==> config.mk <==
export PLATFORM = sky130hd
export DESIGN_NAME = exec_unit
export DESIGN_NICKNAME = d
export VERILOG_FILES = /design/src/design/exec_pkg.sv /design/src/design/exec_unit.sv
export VERILOG_INCLUDE_DIRS = /design/src /design/src/design
export SDC_FILE = /design/constraint.sdc
export NUM_CORES = 1
export LEC_CHECK = 0
export BUFFER_PORTS_ARGS = -buffer_cell sky130_fd_sc_hd__buf_4
export CAP_MARGIN = 20
export CORE_MARGIN = 3
export CORE_UTILIZATION = 30
export CTS_CLUSTER_DIAMETER = 100
export DETAILED_ROUTE_END_ITERATION = 12
export GPL_TIMING_DRIVEN = 0
export PLACE_DENSITY = 0.42
export SYNTH_ARGS = -nofsm -noshare
export SYNTH_HDL_FRONTEND = slang
export SYNTH_SLANG_ARGS = --single-unit
export TNS_END_PERCENT = 50
==> constraint.sdc <==
create_clock -name aclk -period 10.7 [get_ports aclk]
set_input_delay 1.07 -clock aclk [delete_from_list [all_inputs] [get_ports aclk]]
set_output_delay 1.07 -clock aclk [all_outputs]
set_load 0.01 [all_outputs]
==> src/design/exec_params.svh <==
// Offsets, field positions, reset values and sizes of the execution unit
`ifndef EXEC_PARAMS_SVH
`define EXEC_PARAMS_SVH

`define ADDR_INSTR 8'h00
`define ADDR_TARGET 8'h04
`define ADDR_MEMOP 8'h08
`define ADDR_PC 8'h0C
`define ADDR_FLAGS 8'h10
`define ADDR_DMSTORE 8'h14
`define ADDR_STACK 8'h18
`define ADDR_REGS 2'b01
`define INSTR_W 28
`define STACK_DEPTH 8
`define NUM_REGS 16
`define IDX_IPH 4'hC
`define IDX_IPL 4'hD
`define IDX_STAT 4'hE
`define IDX_ACC 4'hF
`define GIE_BIT 5
`define PC_RESET 16'h0000
`define REG_RESET 8'h00
`define RESP_OKAY 2'h0
`define RESP_SLVERR 2'h2
`define STRB_ALL 4'hF

`endif

==> src/design/exec_pkg.sv <==
// Types shared by the execution unit
package exec_pkg;

	typedef enum logic [5:0] {
		op_nop, op_jump, op_jump_ip, op_jcc, op_jcc_ip, op_call, op_call_ip,
		op_calls, op_calls_ip, op_ret, op_rets, op_reti, op_push, op_pop,
		op_move_imm, op_move, op_move_to_dm, op_move_imm_dm, op_cmvd,
		op_cmvs, op_lsl_zero_fill, op_lsl_carry, op_shr, op_shr_carry,
		op_shr_arith, op_ones_complement, op_twos_complement,
		op_twos_complement_chain, op_inc, op_inc_carry, op_dec
	} op_t;

	typedef enum logic [3:0] {
		cc_always, cc_c, cc_nc, cc_z, cc_nz, cc_v, cc_nv
	} cond_t;

	// Instruction word as written by software
	typedef struct packed {
		cond_t cc;
		logic [7:0] data8;
		logic [3:0] src;
		logic [3:0] dst;
		logic from_mem;
		logic [0:0] spare;
		op_t op;
	} instr_t;

	typedef struct packed {
		logic v;
		logic c;
		logic z;
	} flags_t;

endpackage

==> src/design/exec_unit.sv <==
// Branch, stack, move, shift and increment execution unit with AXI4-Lite
`timescale 1ns/1ps
`include "exec_params.svh"
`default_nettype none

module exec_unit
(
	input wire logic aclk,
	input wire logic aresetn,
	input wire logic [7:0] s_axi_awaddr,
	input wire logic s_axi_awvalid,
	output logic s_axi_awready,
	input wire logic [31:0] s_axi_wdata,
	input wire logic [3:0] s_axi_wstrb,
	input wire logic s_axi_wvalid,
	output logic s_axi_wready,
	output logic [1:0] s_axi_bresp,
	output logic s_axi_bvalid,
	input wire logic s_axi_bready,
	input wire logic [7:0] s_axi_araddr,
	input wire logic s_axi_arvalid,
	output logic s_axi_arready,
	output logic [31:0] s_axi_rdata,
	output logic [1:0] s_axi_rresp,
	output logic s_axi_rvalid,
	input wire logic s_axi_rready
);

	// ----------------------------------------------------------------
	// Bus write side
	// ----------------------------------------------------------------
	logic aw_held;
	logic w_held;
	logic [7:0] aw_addr;
	logic [31:0] w_data;
	logic [3:0] w_strb;
	logic aw_fire;
	logic w_fire;
	logic do_write;
	logic next_aw_held;
	logic next_w_held;
	logic next_bvalid;
	logic [7:0] waddr;
	logic [31:0] wdata;
	logic [3:0] wstrb;
	logic w_mapped;

	function automatic logic [15:0] merge(input logic [15:0] old,
		input logic [31:0] nw, input logic [3:0] st);
		logic [15:0] r;
		r = old;
		for (int b = 0; b < 2; b++)
		begin
			if (st[b])
				r[8*b +: 8] = nw[8*b +: 8];
		end
		return r;
	endfunction

	assign aw_fire = s_axi_awvalid & s_axi_awready;
	assign w_fire = s_axi_wvalid & s_axi_wready;
	assign waddr = aw_held ? aw_addr : s_axi_awaddr;
	assign wdata = w_held ? w_data : s_axi_wdata;
	assign wstrb = w_held ? w_strb : s_axi_wstrb;
	assign do_write = (aw_held | aw_fire) & (w_held | w_fire) & ~s_axi_bvalid;
	assign next_aw_held = (aw_held | aw_fire) & ~do_write;
	assign next_w_held = (w_held | w_fire) & ~do_write;
	assign next_bvalid = do_write | (s_axi_bvalid & ~s_axi_bready);
	assign w_mapped = (waddr[7:6] == `ADDR_REGS) || waddr == `ADDR_INSTR ||
		waddr == `ADDR_TARGET || waddr == `ADDR_MEMOP ||
		waddr == `ADDR_PC || waddr == `ADDR_FLAGS;

	always_ff @(posedge aclk)
	begin
		if (!aresetn)
		begin
			aw_held <= 1'b0;
			w_held <= 1'b0;
			aw_addr <= 8'h00;
			w_data <= 32'h00000000;
			w_strb <= 4'h0;
			s_axi_awready <= 1'b0;
			s_axi_wready <= 1'b0;
			s_axi_bvalid <= 1'b0;
			s_axi_bresp <= `RESP_OKAY;
		end
		else
		begin
			aw_held <= next_aw_held;
			w_held <= next_w_held;
			if (aw_fire)
				aw_addr <= s_axi_awaddr;
			if (w_fire)
			begin
				w_data <= s_axi_wdata;
				w_strb <= s_axi_wstrb;
			end
			// Each channel is ready only while its own beat is not held and no response waits, so one write at a time
			s_axi_awready <= ~next_aw_held & ~next_bvalid;
			s_axi_wready <= ~next_w_held & ~next_bvalid;
			s_axi_bvalid <= next_bvalid;
			if (do_write)
				s_axi_bresp <= w_mapped ? `RESP_OKAY : `RESP_SLVERR;
		end
	end

	// ----------------------------------------------------------------
	// Architectural state
	// ----------------------------------------------------------------
	logic [7:0] regs [`NUM_REGS];
	logic [7:0] next_regs [`NUM_REGS];
	logic [15:0] stack [`STACK_DEPTH];
	logic [15:0] pc;
	logic [15:0] next_pc;
	logic [15:0] pc_plus1;
	logic [15:0] target;
	logic [7:0] mem_operand;
	logic [15:0] dm_store;
	logic [15:0] next_dm_store;
	exec_pkg::flags_t flags;
	exec_pkg::flags_t next_flags;
	exec_pkg::instr_t cur;
	exec_pkg::instr_t last_instr;
	logic exec;
	logic push;
	logic pop;
	logic [15:0] push_val;
	logic [15:0] ip;
	logic [7:0] src;
	logic [7:0] res;
	logic cc_true;

	assign cur = exec_pkg::instr_t'(wdata[`INSTR_W-1:0]);
	// Partial-lane writes to the instruction word are ignored
	assign exec = do_write && waddr == `ADDR_INSTR && wstrb == `STRB_ALL;
	assign pc_plus1 = pc + 16'h0001;
	assign ip = {regs[`IDX_IPH], regs[`IDX_IPL]};
	assign src = cur.from_mem ? mem_operand : regs[cur.src];

	always_comb
	begin
		unique case (cur.cc)
			exec_pkg::cc_always: cc_true = 1'b1;
			exec_pkg::cc_c: cc_true = flags.c;
			exec_pkg::cc_nc: cc_true = ~flags.c;
			exec_pkg::cc_z: cc_true = flags.z;
			exec_pkg::cc_nz: cc_true = ~flags.z;
			exec_pkg::cc_v: cc_true = flags.v;
			exec_pkg::cc_nv: cc_true = ~flags.v;
			default: cc_true = 1'b0;
		endcase
	end

	// ----------------------------------------------------------------
	// Instruction execution, one per instruction write
	// ----------------------------------------------------------------
	always_comb
	begin
		logic wr_dst;
		logic wr_acc;
		wr_dst = 1'b0;
		wr_acc = 1'b0;
		res = 8'h00;
		next_regs = regs;
		next_pc = pc;
		next_flags = flags;
		next_dm_store = dm_store;
		push = 1'b0;
		pop = 1'b0;
		push_val = ip;
		if (exec)
		begin
			next_pc = pc_plus1;
			unique case (cur.op)
				exec_pkg::op_jump: next_pc = target;
				exec_pkg::op_jump_ip: next_pc = ip;
				exec_pkg::op_jcc: next_pc = cc_true ? target : pc_plus1;
				exec_pkg::op_jcc_ip: next_pc = cc_true ? ip : pc_plus1;
				exec_pkg::op_call, exec_pkg::op_call_ip:
				begin
					push = 1'b1;
					push_val = pc_plus1;
					next_pc = (cur.op == exec_pkg::op_call) ? target : ip;
				end
				exec_pkg::op_calls, exec_pkg::op_calls_ip:
				begin
					next_regs[`IDX_IPH] = pc_plus1[15:8];
					next_regs[`IDX_IPL] = pc_plus1[7:0];
					next_pc = (cur.op == exec_pkg::op_calls) ? target : ip;
				end
				exec_pkg::op_ret:
				begin
					next_pc = stack[0];
					pop = 1'b1;
				end
				exec_pkg::op_rets: next_pc = ip;
				exec_pkg::op_reti:
				begin
					next_pc = stack[0];
					pop = 1'b1;
					next_regs[`IDX_STAT][`GIE_BIT] = 1'b1;
				end
				exec_pkg::op_push: push = 1'b1;
				exec_pkg::op_pop:
				begin
					pop = 1'b1;
					next_regs[`IDX_IPH] = stack[0][15:8];
					next_regs[`IDX_IPL] = stack[0][7:0];
				end
				exec_pkg::op_move_imm, exec_pkg::op_move:
				begin
					res = (cur.op == exec_pkg::op_move) ? src : cur.data8;
					wr_dst = 1'b1;
					wr_acc = 1'b1;
				end
				// Stores only report the address and the written byte; no flag moves
				exec_pkg::op_move_to_dm:
					next_dm_store = {cur.data8, regs[cur.dst]};
				exec_pkg::op_move_imm_dm:
					next_dm_store = {target[7:0], cur.data8};
				exec_pkg::op_cmvd, exec_pkg::op_cmvs:
				begin
					res = src;
					wr_acc = 1'b1;
					wr_dst = (cur.op == exec_pkg::op_cmvd) ? ~flags.c : flags.c;
				end
				exec_pkg::op_lsl_zero_fill, exec_pkg::op_lsl_carry:
				begin
					res = {src[6:0], cur.op == exec_pkg::op_lsl_carry && flags.c};
					next_flags.c = src[7];
					next_flags.v = res[7] ^ src[7];
					wr_dst = 1'b1;
					wr_acc = 1'b1;
				end
				exec_pkg::op_shr, exec_pkg::op_shr_carry, exec_pkg::op_shr_arith:
				begin
					res = {src[7], src[7:1]};
					if (cur.op == exec_pkg::op_shr)
						res[7] = 1'b0;
					if (cur.op == exec_pkg::op_shr_carry)
						res[7] = flags.c;
					next_flags.c = src[0];
					next_flags.v = res[7] ^ src[7];
					wr_dst = 1'b1;
					wr_acc = 1'b1;
				end
				exec_pkg::op_ones_complement:
				begin
					res = ~src;
					wr_dst = 1'b1;
					wr_acc = 1'b1;
				end
				exec_pkg::op_twos_complement:
				begin
					res = ~src + 8'h01;
					next_flags.c = (res == 8'h00);
					next_flags.v = (src == 8'h80);
					wr_dst = 1'b1;
					wr_acc = 1'b1;
				end
				exec_pkg::op_twos_complement_chain:
				begin
					res = ~src + {7'h00, flags.c};
					next_flags.c = (res == 8'h00) && flags.c;
					next_flags.v = (src == 8'h80) && flags.c;
					wr_dst = 1'b1;
					wr_acc = 1'b1;
				end
				exec_pkg::op_inc:
				begin
					res = src + 8'h01;
					next_flags.c = (res == 8'h00);
					next_flags.v = (src == 8'h7F);
					wr_dst = 1'b1;
					wr_acc = 1'b1;
				end
				exec_pkg::op_inc_carry:
				begin
					res = src + {7'h00, flags.c};
					next_flags.c = (res == 8'h00) && flags.c;
					next_flags.v = (src == 8'h7F) && flags.c;
					wr_dst = 1'b1;
					wr_acc = 1'b1;
				end
				exec_pkg::op_dec:
				begin
					res = src - 8'h01;
					next_flags.c = (res != 8'hFF);
					next_flags.v = (src == 8'h80);
					wr_dst = 1'b1;
					wr_acc = 1'b1;
				end
				default: next_pc = pc_plus1;
			endcase
			if (wr_dst)
				next_regs[cur.dst] = res;
			if (wr_acc)
			begin
				next_regs[`IDX_ACC] = res;
				next_flags.z = (res == 8'h00);
			end
		end
		else if (do_write && waddr[7:6] == `ADDR_REGS && wstrb[0])
			next_regs[waddr[5:2]] = wdata[7:0];
		else if (do_write && waddr == `ADDR_PC)
			next_pc = merge(pc, wdata, wstrb);
		else if (do_write && waddr == `ADDR_FLAGS && wstrb[0])
			next_flags = exec_pkg::flags_t'(wdata[2:0]);
	end

	genvar gi;
	generate
		for (gi = 0; gi < `NUM_REGS; gi++)
		begin : g_regs
			always_ff @(posedge aclk)
			begin
				if (!aresetn)
					regs[gi] <= `REG_RESET;
				else
					regs[gi] <= next_regs[gi];
			end
		end
		for (gi = 0; gi < `STACK_DEPTH; gi++)
		begin : g_stack
			always_ff @(posedge aclk)
			begin
				if (!aresetn)
					stack[gi] <= `PC_RESET;
				else if (push)
					stack[gi] <= (gi == 0) ? push_val : stack[(gi + `STACK_DEPTH - 1) % `STACK_DEPTH];
				else if (pop)
					stack[gi] <= (gi == `STACK_DEPTH - 1) ? `PC_RESET : stack[(gi + 1) % `STACK_DEPTH];
			end
		end
	endgenerate

	always_ff @(posedge aclk)
	begin
		if (!aresetn)
		begin
			pc <= `PC_RESET;
			flags <= '0;
			dm_store <= 16'h0000;
			target <= 16'h0000;
			mem_operand <= 8'h00;
			last_instr <= '0;
		end
		else
		begin
			pc <= next_pc;
			flags <= next_flags;
			dm_store <= next_dm_store;
			if (exec)
				last_instr <= cur;
			if (do_write && waddr == `ADDR_TARGET)
				target <= merge(target, wdata, wstrb);
			if (do_write && waddr == `ADDR_MEMOP && wstrb[0])
				mem_operand <= wdata[7:0];
		end
	end

	// ----------------------------------------------------------------
	// Bus read side
	// ----------------------------------------------------------------
	logic ar_fire;
	logic next_rvalid;

	assign ar_fire = s_axi_arvalid & s_axi_arready;
	assign next_rvalid = ar_fire | (s_axi_rvalid & ~s_axi_rready);

	always_ff @(posedge aclk)
	begin
		if (!aresetn)
		begin
			s_axi_arready <= 1'b0;
			s_axi_rvalid <= 1'b0;
			s_axi_rdata <= 32'h00000000;
			s_axi_rresp <= `RESP_OKAY;
		end
		else
		begin
			s_axi_arready <= ~next_rvalid;
			s_axi_rvalid <= next_rvalid;
			if (ar_fire)
			begin
				s_axi_rresp <= `RESP_OKAY;
				s_axi_rdata <= 32'h00000000;
				if (s_axi_araddr[7:6] == `ADDR_REGS)
					s_axi_rdata <= {24'h000000, regs[s_axi_araddr[5:2]]};
				else if (s_axi_araddr == `ADDR_INSTR)
					s_axi_rdata <= {4'h0, last_instr};
				else if (s_axi_araddr == `ADDR_TARGET)
					s_axi_rdata <= {16'h0000, target};
				else if (s_axi_araddr == `ADDR_MEMOP)
					s_axi_rdata <= {24'h000000, mem_operand};
				else if (s_axi_araddr == `ADDR_PC)
					s_axi_rdata <= {16'h0000, pc};
				else if (s_axi_araddr == `ADDR_FLAGS)
					s_axi_rdata <= {16'h0000, regs[`IDX_ACC], 5'h00, flags};
				else if (s_axi_araddr == `ADDR_DMSTORE)
					s_axi_rdata <= {16'h0000, dm_store};
				else if (s_axi_araddr == `ADDR_STACK)
					s_axi_rdata <= {16'h0000, stack[0]};
				else
					s_axi_rresp <= `RESP_SLVERR;
			end
		end
	end

	logic is_alu;
	assign is_alu = exec && cur.op inside {exec_pkg::op_move,
		exec_pkg::op_inc, exec_pkg::op_dec, exec_pkg::op_lsl_zero_fill,
		exec_pkg::op_ones_complement, exec_pkg::op_shr};
endmodule

`default_nettype wire

==> reports/qor.txt, run 1 <==
Status: completed
Main flop type after synthesis: dfxtp_1
Via-to-Cell Ratio: 6.27
CP top delay family: buffers and inverters
CTS Hold Bufs: 0
Cell mode on critical path: buf_4
Core area: 82,200 um^2
I/O Pins: 100
Final worst slack: 3030 ps
Ys async rst share: 0%
Crit-path max cell delay: 740 ps
Number of synthesized flops with an enable pin: 128
Initial antenna violation count: 8
Layout Cells excl Fill: 4,193
Seq/Total Area, Yosys: 38.9%
ANT nets after route: 0
Final wirelength: 138,000 um
FMAX: 130 MHz
Post-CTS setup repair buffer count: 0
Mapped Avg Cell Area: 8.60 um^2
First-pass GRT wire length: 191,000 um
Synth-to-Final Area Change: 17.4%
Number of remaining DRC errors: 0
Final Setup Violations: 0
Clk_skew: 26.4 ps
Pwr dens: 146 nW/um^2
Die Span Y: 294 um
Yosys top cell by area: dfxtp_1
Core Rows: 105
H-tree depth: 2
Grt ovf: 0
Sink Count: 420
Max transition margin: 14.4%
VDD IR-drop max: 0.127 mV
Yosys reg bits: 420
1st-pass router iterations: 6
Number of global-route vias before repair: 24,600
CP cell instances: buf_4, mux2i_1, buf_6, buf_6, buf_2, mux2i_1, a221oi_1, and2_1, buf_4, inv_2, buf_2, ha_1, o21ai_0, a31oi_1, nand3_1, xnor2_1, o211a_1, o211ai_1, buf_4, clkbuf_1, nand2_1, a31oi_1
Final hold violation count: 0
Cells after Synth: 2,897
Crit path max fanout: 13
Leak: 9.85 nW
Initial core utilization: 30.3%
P_int: 0.00300 W
Detailed Route Iter0 Violations: 3,249
Cell variety after synth: 90
Clock power share: 46.1%
FF-to-FF setup slack: 3070 ps
Sw Ratio: 29.8%
Worst path required time: 11,270 ps
Slew @ Worst Pin: 1280 ps
Synth Cell Area: 24,900 um^2
Clock slew seen by the registers of the worst setup and hold paths: 60 ps
Synth top cells by count: nand2_1 (419), dfxtp_1 (292), nor2_1 (254)
Final worst path period need: 7670 ps
Total CTS buffers: 53
CTS tree: yes
Die W: 294 um
Wire length per cell: 32.9 um
Reg power frac: 39.8%
Die area: 86,600 um^2
Sw Pwr: 0.00127 W
Dpl hpwl: 107,000 um
RSZ-0062 raised after global routing: no
Root cell of the clock tree: clkbuf_16
Main area contributors after synthesis: dfxtp_1 (23%), edfxtp_1 (15%), nand2_1 (6.3%)
Kind of end point of the critical path: register
Startpoint types: input pin
Post-CTS sizing: 0
I/O Buffers: 83
Slowest-stage cell, CP: mux2i_1
Worst-Skew Late Latency: 640 ps
Final number of max-transition violations: 0
Pre-CTS WS: 2710 ps
Hold/Removal Path Class: reg -> reg
Nets@finish: 3,142
Overall Power: 0.00427 W
Placed Instances: 4,087
WP buf/inv: 9
Total of max-cap violations: 0
GRT Overall Usage: 30.8%
Vias: 26,300
Arr. time, crit path: 8240 ps
Comb power frac: 14.1%
Tcrit/Tclk final: 71.7%
Top-count cell post-synth: nand2_1
Clk buf depth: 3
Yosys synthesis warning count: 0
Largest net degree at the start of global routing: 30
Share of layout cells above drive strength 1: 12.3%
CP Class: in -> reg
Synth top area share: 23.5%
GPL Wtd Cong: 1.06
## final timing paths
| check | start | cells past startpoint | to |
|---|---|---|---|
| worst max-delay path | s_axi_wdata[12] | 22 | regs[59] |
| worst min-delay path | w_data[20] | 2 | w_data[20] |
| worst max register to register | w_held | 21 | regs[59] |
| worst min register to register | w_data[20] | 2 | w_data[20] |
## metrics by stage
stage	area, um^2	TNS (ps)	utilization, %	hold WS (ps)
2_1_floorplan	24900	0	-	433
3_3_place_gp	26900	-149630	32.7	439
3_5_place_dp	27300	0	33.2	448
4_1_cts	29200	0	35.5	455
5_1_grt	29300	0	35.6	479
6_report	29300	0	35.6	454
## final cells by class
class	instances	area [um^2]
Fill cell	8591	53000
Clock inverter	32	473
Multi-Input combinational cell	2195	14100
Antenna cell	5	12.5
Sequential cell	420	9690
Clock buffer	67	1430
Tap cell	1070	1340
Inverter	24	90.1
Buffer	263	1110
Timing Repair Buffer	117	1020
## logic make-up after synthesis
| logic type | synth area share [%] |
|---|---|
| adder cells (fa/ha/maj) | 0.452 |
| XOR/XNOR | 0.984 |
| flip-flops | 38.9 |
| buffers and inverters | 4.81 |
| AND/OR/NAND/NOR | 18.0 |
| multiplexers | 10.0 |
| AO/OA/AOI/OAI | 26.9 |
| other | 0.0150 |
## layout by cell type, fill, tap and decap left out, drive strengths merged, types with 79 or more instances in the layout
cell    Yosys  final
a31oi     118    118
edfxtp    128    128
a21oi     189    189
nand2     419    419
buf        68    185
nand3     101    101
o21ai     233    233
clkbuf    195    262
nor2      254    254
a22o      105    105
dfxtp     292    292
mux2i      79     79
## worst min-delay path, delay by kind of cell (launching register included)
family	cells	cell delay, ps
AO/OA/AOI/OAI	1	50
flip-flops	1	300
AND/OR/NAND/NOR	1	50
## registers in the layout, summed over array words and instances (netlist names), 3 cells and up
signal / count
w_data: 28
s_axi_rdata: 28
regs: 112
pc: 16
aw_addr: 8
dm_store: 16
mem_operand: 8
flags: 3
target: 16
last_instr: 28
ip: 16
stack: 128
w_strb: 4
## power groups by stage
stage | logic (W) | registers, W | clock network [W]
6_report | 0.000603 | 0.00170 | 0.00197
4_1_cts | 0.000580 | 0.00170 | 0.00200
2_1_floorplan | 0.000288 | 0.00172 | 0
5_1_grt | 0.000617 | 0.00170 | 0.00206
3_3_place_gp | 0.000561 | 0.00174 | 0
3_5_place_dp | 0.000578 | 0.00173 | 0
## routing by layer
metal / global-route usage [%] / share of wire (%) / vias to the layer above
li1: - / - / 11300
met1: 42.2 / 42 / 13100
met2: 45.5 / 42 / 1550
met3: 7.03 / 9.6 / 345
met4: 15.3 / 5.9 / 4
met5: 0 / 0.017 / -
Note: power is estimated with default switching activity, not from simulation.
==> run 2: changes to the inputs <==
--- a/config.mk
+++ b/config.mk
@@ -6,6 +6,7 @@
 export SDC_FILE = /design/constraint.sdc
 export NUM_CORES = 1
 export LEC_CHECK = 0
+export ABC_AREA = 1
 export BUFFER_PORTS_ARGS = -buffer_cell sky130_fd_sc_hd__buf_4
 export CAP_MARGIN = 20
 export CORE_MARGIN = 3
==> constraint.sdc (replaced) <==
create_clock -name aclk -period 6.7 [get_ports aclk]
set_input_delay 0.67 -clock aclk [delete_from_list [all_inputs] [get_ports aclk]]
set_output_delay 0.67 -clock aclk [all_outputs]
set_load 0.01 [all_outputs]
==> reports/qor.txt, run 2 <==
Arr. time, crit path: 6300 ps
Layout Utilization: 35.3%
Multi-input gate area: 12,400 um^2
GRT Overall Usage: 31.9%
Main area contributors after synthesis: dfxtp_1 (24%), edfxtp_1 (16%), nand2_1 (10%)
Worst-Skew Late Latency: 640 ps
Final hold violation count: 0
Clk buf depth: 3
Pwr dens: 244 nW/um^2
Sink Count: 420
Core area: 81,100 um^2
Fillers: 8,949
Register area: 9690 um^2
Sw Pwr: 0.00238 W
Slew @ Worst Pin: 1320 ps
Worst r2r src: w_held
Leading cell type in the layout, fill and taps excluded: nand2_1
Initial antenna violation count: 10
Synth-to-Final Area Change: 15.8%
Cells after Synth: 3,568
Core Rows: 104
Seq/Total Area, Yosys: 39.2%
Register name with the most flops: stack
Die Span Y: 293 um
First-pass GRT wire length: 197,000 um
Top-count cell post-synth: nand2_1
Ys async rst share: 0%
Post-CTS setup repair buffer count: 0
I/O Buffers: 86
Post-CTS sizing: 0
Final wirelength: 142,000 um
Die W: 293 um
Status: completed
Main flop type after synthesis: dfxtp_1
P_int: 0.00460 W
Leak: 10.6 nW
Worst path required time: 7240 ps
Clock slew seen by the registers of the worst setup and hold paths: 60 ps
Hold wc startpoint: s_axi_wdata[19]
Startpoint types: register
Biggest regs: stack x128, regs x112
Reg power frac: 38.7%
Die area: 85,900 um^2
Number of global-route vias before repair: 25,800
Yosys synthesis warning count: 0
Total CTS buffers: 52
Sw Ratio: 34.1%
Largest net degree at the start of global routing: 30
RSZ-0062 raised after global routing: no
Kind of end point of the critical path: register
CP Class: reg -> reg
Global route hottest layer: met1
Number of remaining DRC errors: 0
Total of max-cap violations: 0
Comb power frac: 20.3%
Yosys top cell by area: dfxtp_1
Synth Cell Area: 24,700 um^2
FMAX: 173 MHz
Wire length per cell: 29.3 um
GR Util met1: 46.3%
Grt ovf: 0
Placed Instances: 4,734
Clk_skew: 38.0 ps
Crit-path max cell delay: 790 ps
Mapped Avg Cell Area: 6.93 um^2
Share of layout cells above drive strength 1: 8.32%
Final number of max-transition violations: 0
CTS Hold Bufs: 0
ANT nets after route: 0
Clock power share: 41.1%
Critical path origin: w_held
CTS tree: yes
Initial core utilization: 30.5%
Most frequent cells in the layout: nand2_1 (674), inv_1 (440), o21ai_0 (430)
Root cell of the clock tree: clkbuf_16
GRT met3 Usage: 10.7%
Slowest-stage cell, CP: clkbuf_1
Hold/Removal Path Class: in -> reg
Yosys reg bits: 420
Largest register FFs: 128
Dpl hpwl: 111,000 um
Crit path max fanout: 10
Tcrit/Tclk final: 86.0%
Via-to-Cell Ratio: 5.83
GPL Wtd Cong: 1.05
CP cell instances: buf_4, nand2_1, o21ai_1, buf_4, buf_2, nand3_1, nand3_1, nand3_1, nand3_1, nand2_1, ha_1, inv_1, o22ai_1, a21oi_1, o21ai_0, nor2_1, nand2_1, clkbuf_1, nand2_1, a31oi_1
Detailed Route Iter0 Violations: 3,993
I/O Pins: 100
Max transition margin: 11.7%
Nets@finish: 3,799
VDD IR-drop max: 0.177 mV
H-tree depth: 2
CP top delay family: simple AND/OR/NAND/NOR gates
Vias: 28,200
Final worst path period need: 5770 ps
Layout Cells excl Fill: 4,836
Number of synthesized flops with an enable pin: 128
Cell variety after synth: 53
1st-pass router iterations: 8
WP buf/inv: 5
Synth top area share: 23.6%
Synth top cells by count: nand2_1 (674), inv_1 (440), o21ai_0 (436)
Final Setup Violations: 0
M2 GR Usage: 43.9%
run 2: kinds of logic (layout without fill, tap and decap cells):
family | Yosys count | after routing | share of synthesized area [%]
AO/OA/AOI/OAI | 1147 | 1147 | 26.9
AND/OR/NAND/NOR | 1303 | 1303 | 22.1
other | 1 | 10 | 0.0152
adder cells (fa/ha/maj) | 9 | 9 | 0.455
buffers and inverters | 672 | 871 | 10.8
XOR/XNOR | 15 | 15 | 0.531
flip-flops | 420 | 420 | 39.2
multiplexers | 1 | 1 | 0.0405
run 2: worst paths after layout:
check                                   to  slack, ps  cells past startpoint
worst max-delay path             regs[112]        930                     20
worst max register to register   regs[112]        930                     20
worst min-delay path            w_data[19]        300                      3
worst min register to register  w_data[25]        450                      2
run 2: worst register-to-register path: cells and delay by family (launching register included):
kind	cells	cell delay [ps]
flip-flops	1	390
AND/OR/NAND/NOR	9	2280
AO/OA/AOI/OAI	5	740
buffers and inverters	5	1840
adder cells (fa/ha/maj)	1	430
run 2: area by class of cell:
type                       count  share of cell area (%)
antenna                        4                  0.0349
buffer                       214                    3.30
clock buffer                  67                    5.06
clock inverter                28                   0.873
inverter                     458                    6.00
multi-input combinational   2481                    43.3
sequential                   420                    33.8
tap                         1060                    4.63
timing repair buffer         104                    2.96
run 2: metrics by stage:
stage | setup WS, ps | area (um^2) | hold slack [ps] | power (W) | setup TNS, ps
finish | 935 | 28700 | 296 | 0.00698 | 0
global route | 846 | 28600 | 290 | 0.00718 | 0
CTS | 1310 | 28600 | 274 | 0.00696 | 0
detailed placement | 1050 | 26900 | 445 | 0.00410 | 0
global placement | -1700 | 26700 | 435 | 0.00410 | -189540
floorplan | 1180 | 24800 | 425 | 0.00345 | 0
run 2: power groups by stage:
| stage | combinational [W] | sequential, W | clock, W |
|---|---|---|---|
| 6_report | 0.00141 | 0.00270 | 0.00287 |
| 5_1_grt | 0.00146 | 0.00271 | 0.00301 |
| 4_1_cts | 0.00135 | 0.00270 | 0.00292 |
| 3_5_place_dp | 0.00134 | 0.00276 | 0 |
| 3_3_place_gp | 0.00134 | 0.00276 | 0 |
| 2_1_floorplan | 0.000693 | 0.00275 | 0 |
run 2: metal layers:
metal  share of wire [%]  vias up
met5               0.030        -
met4                 3.3        6
met3                  12      270
met2                  39     1699
met1                  45    13600
li1                    -    12600
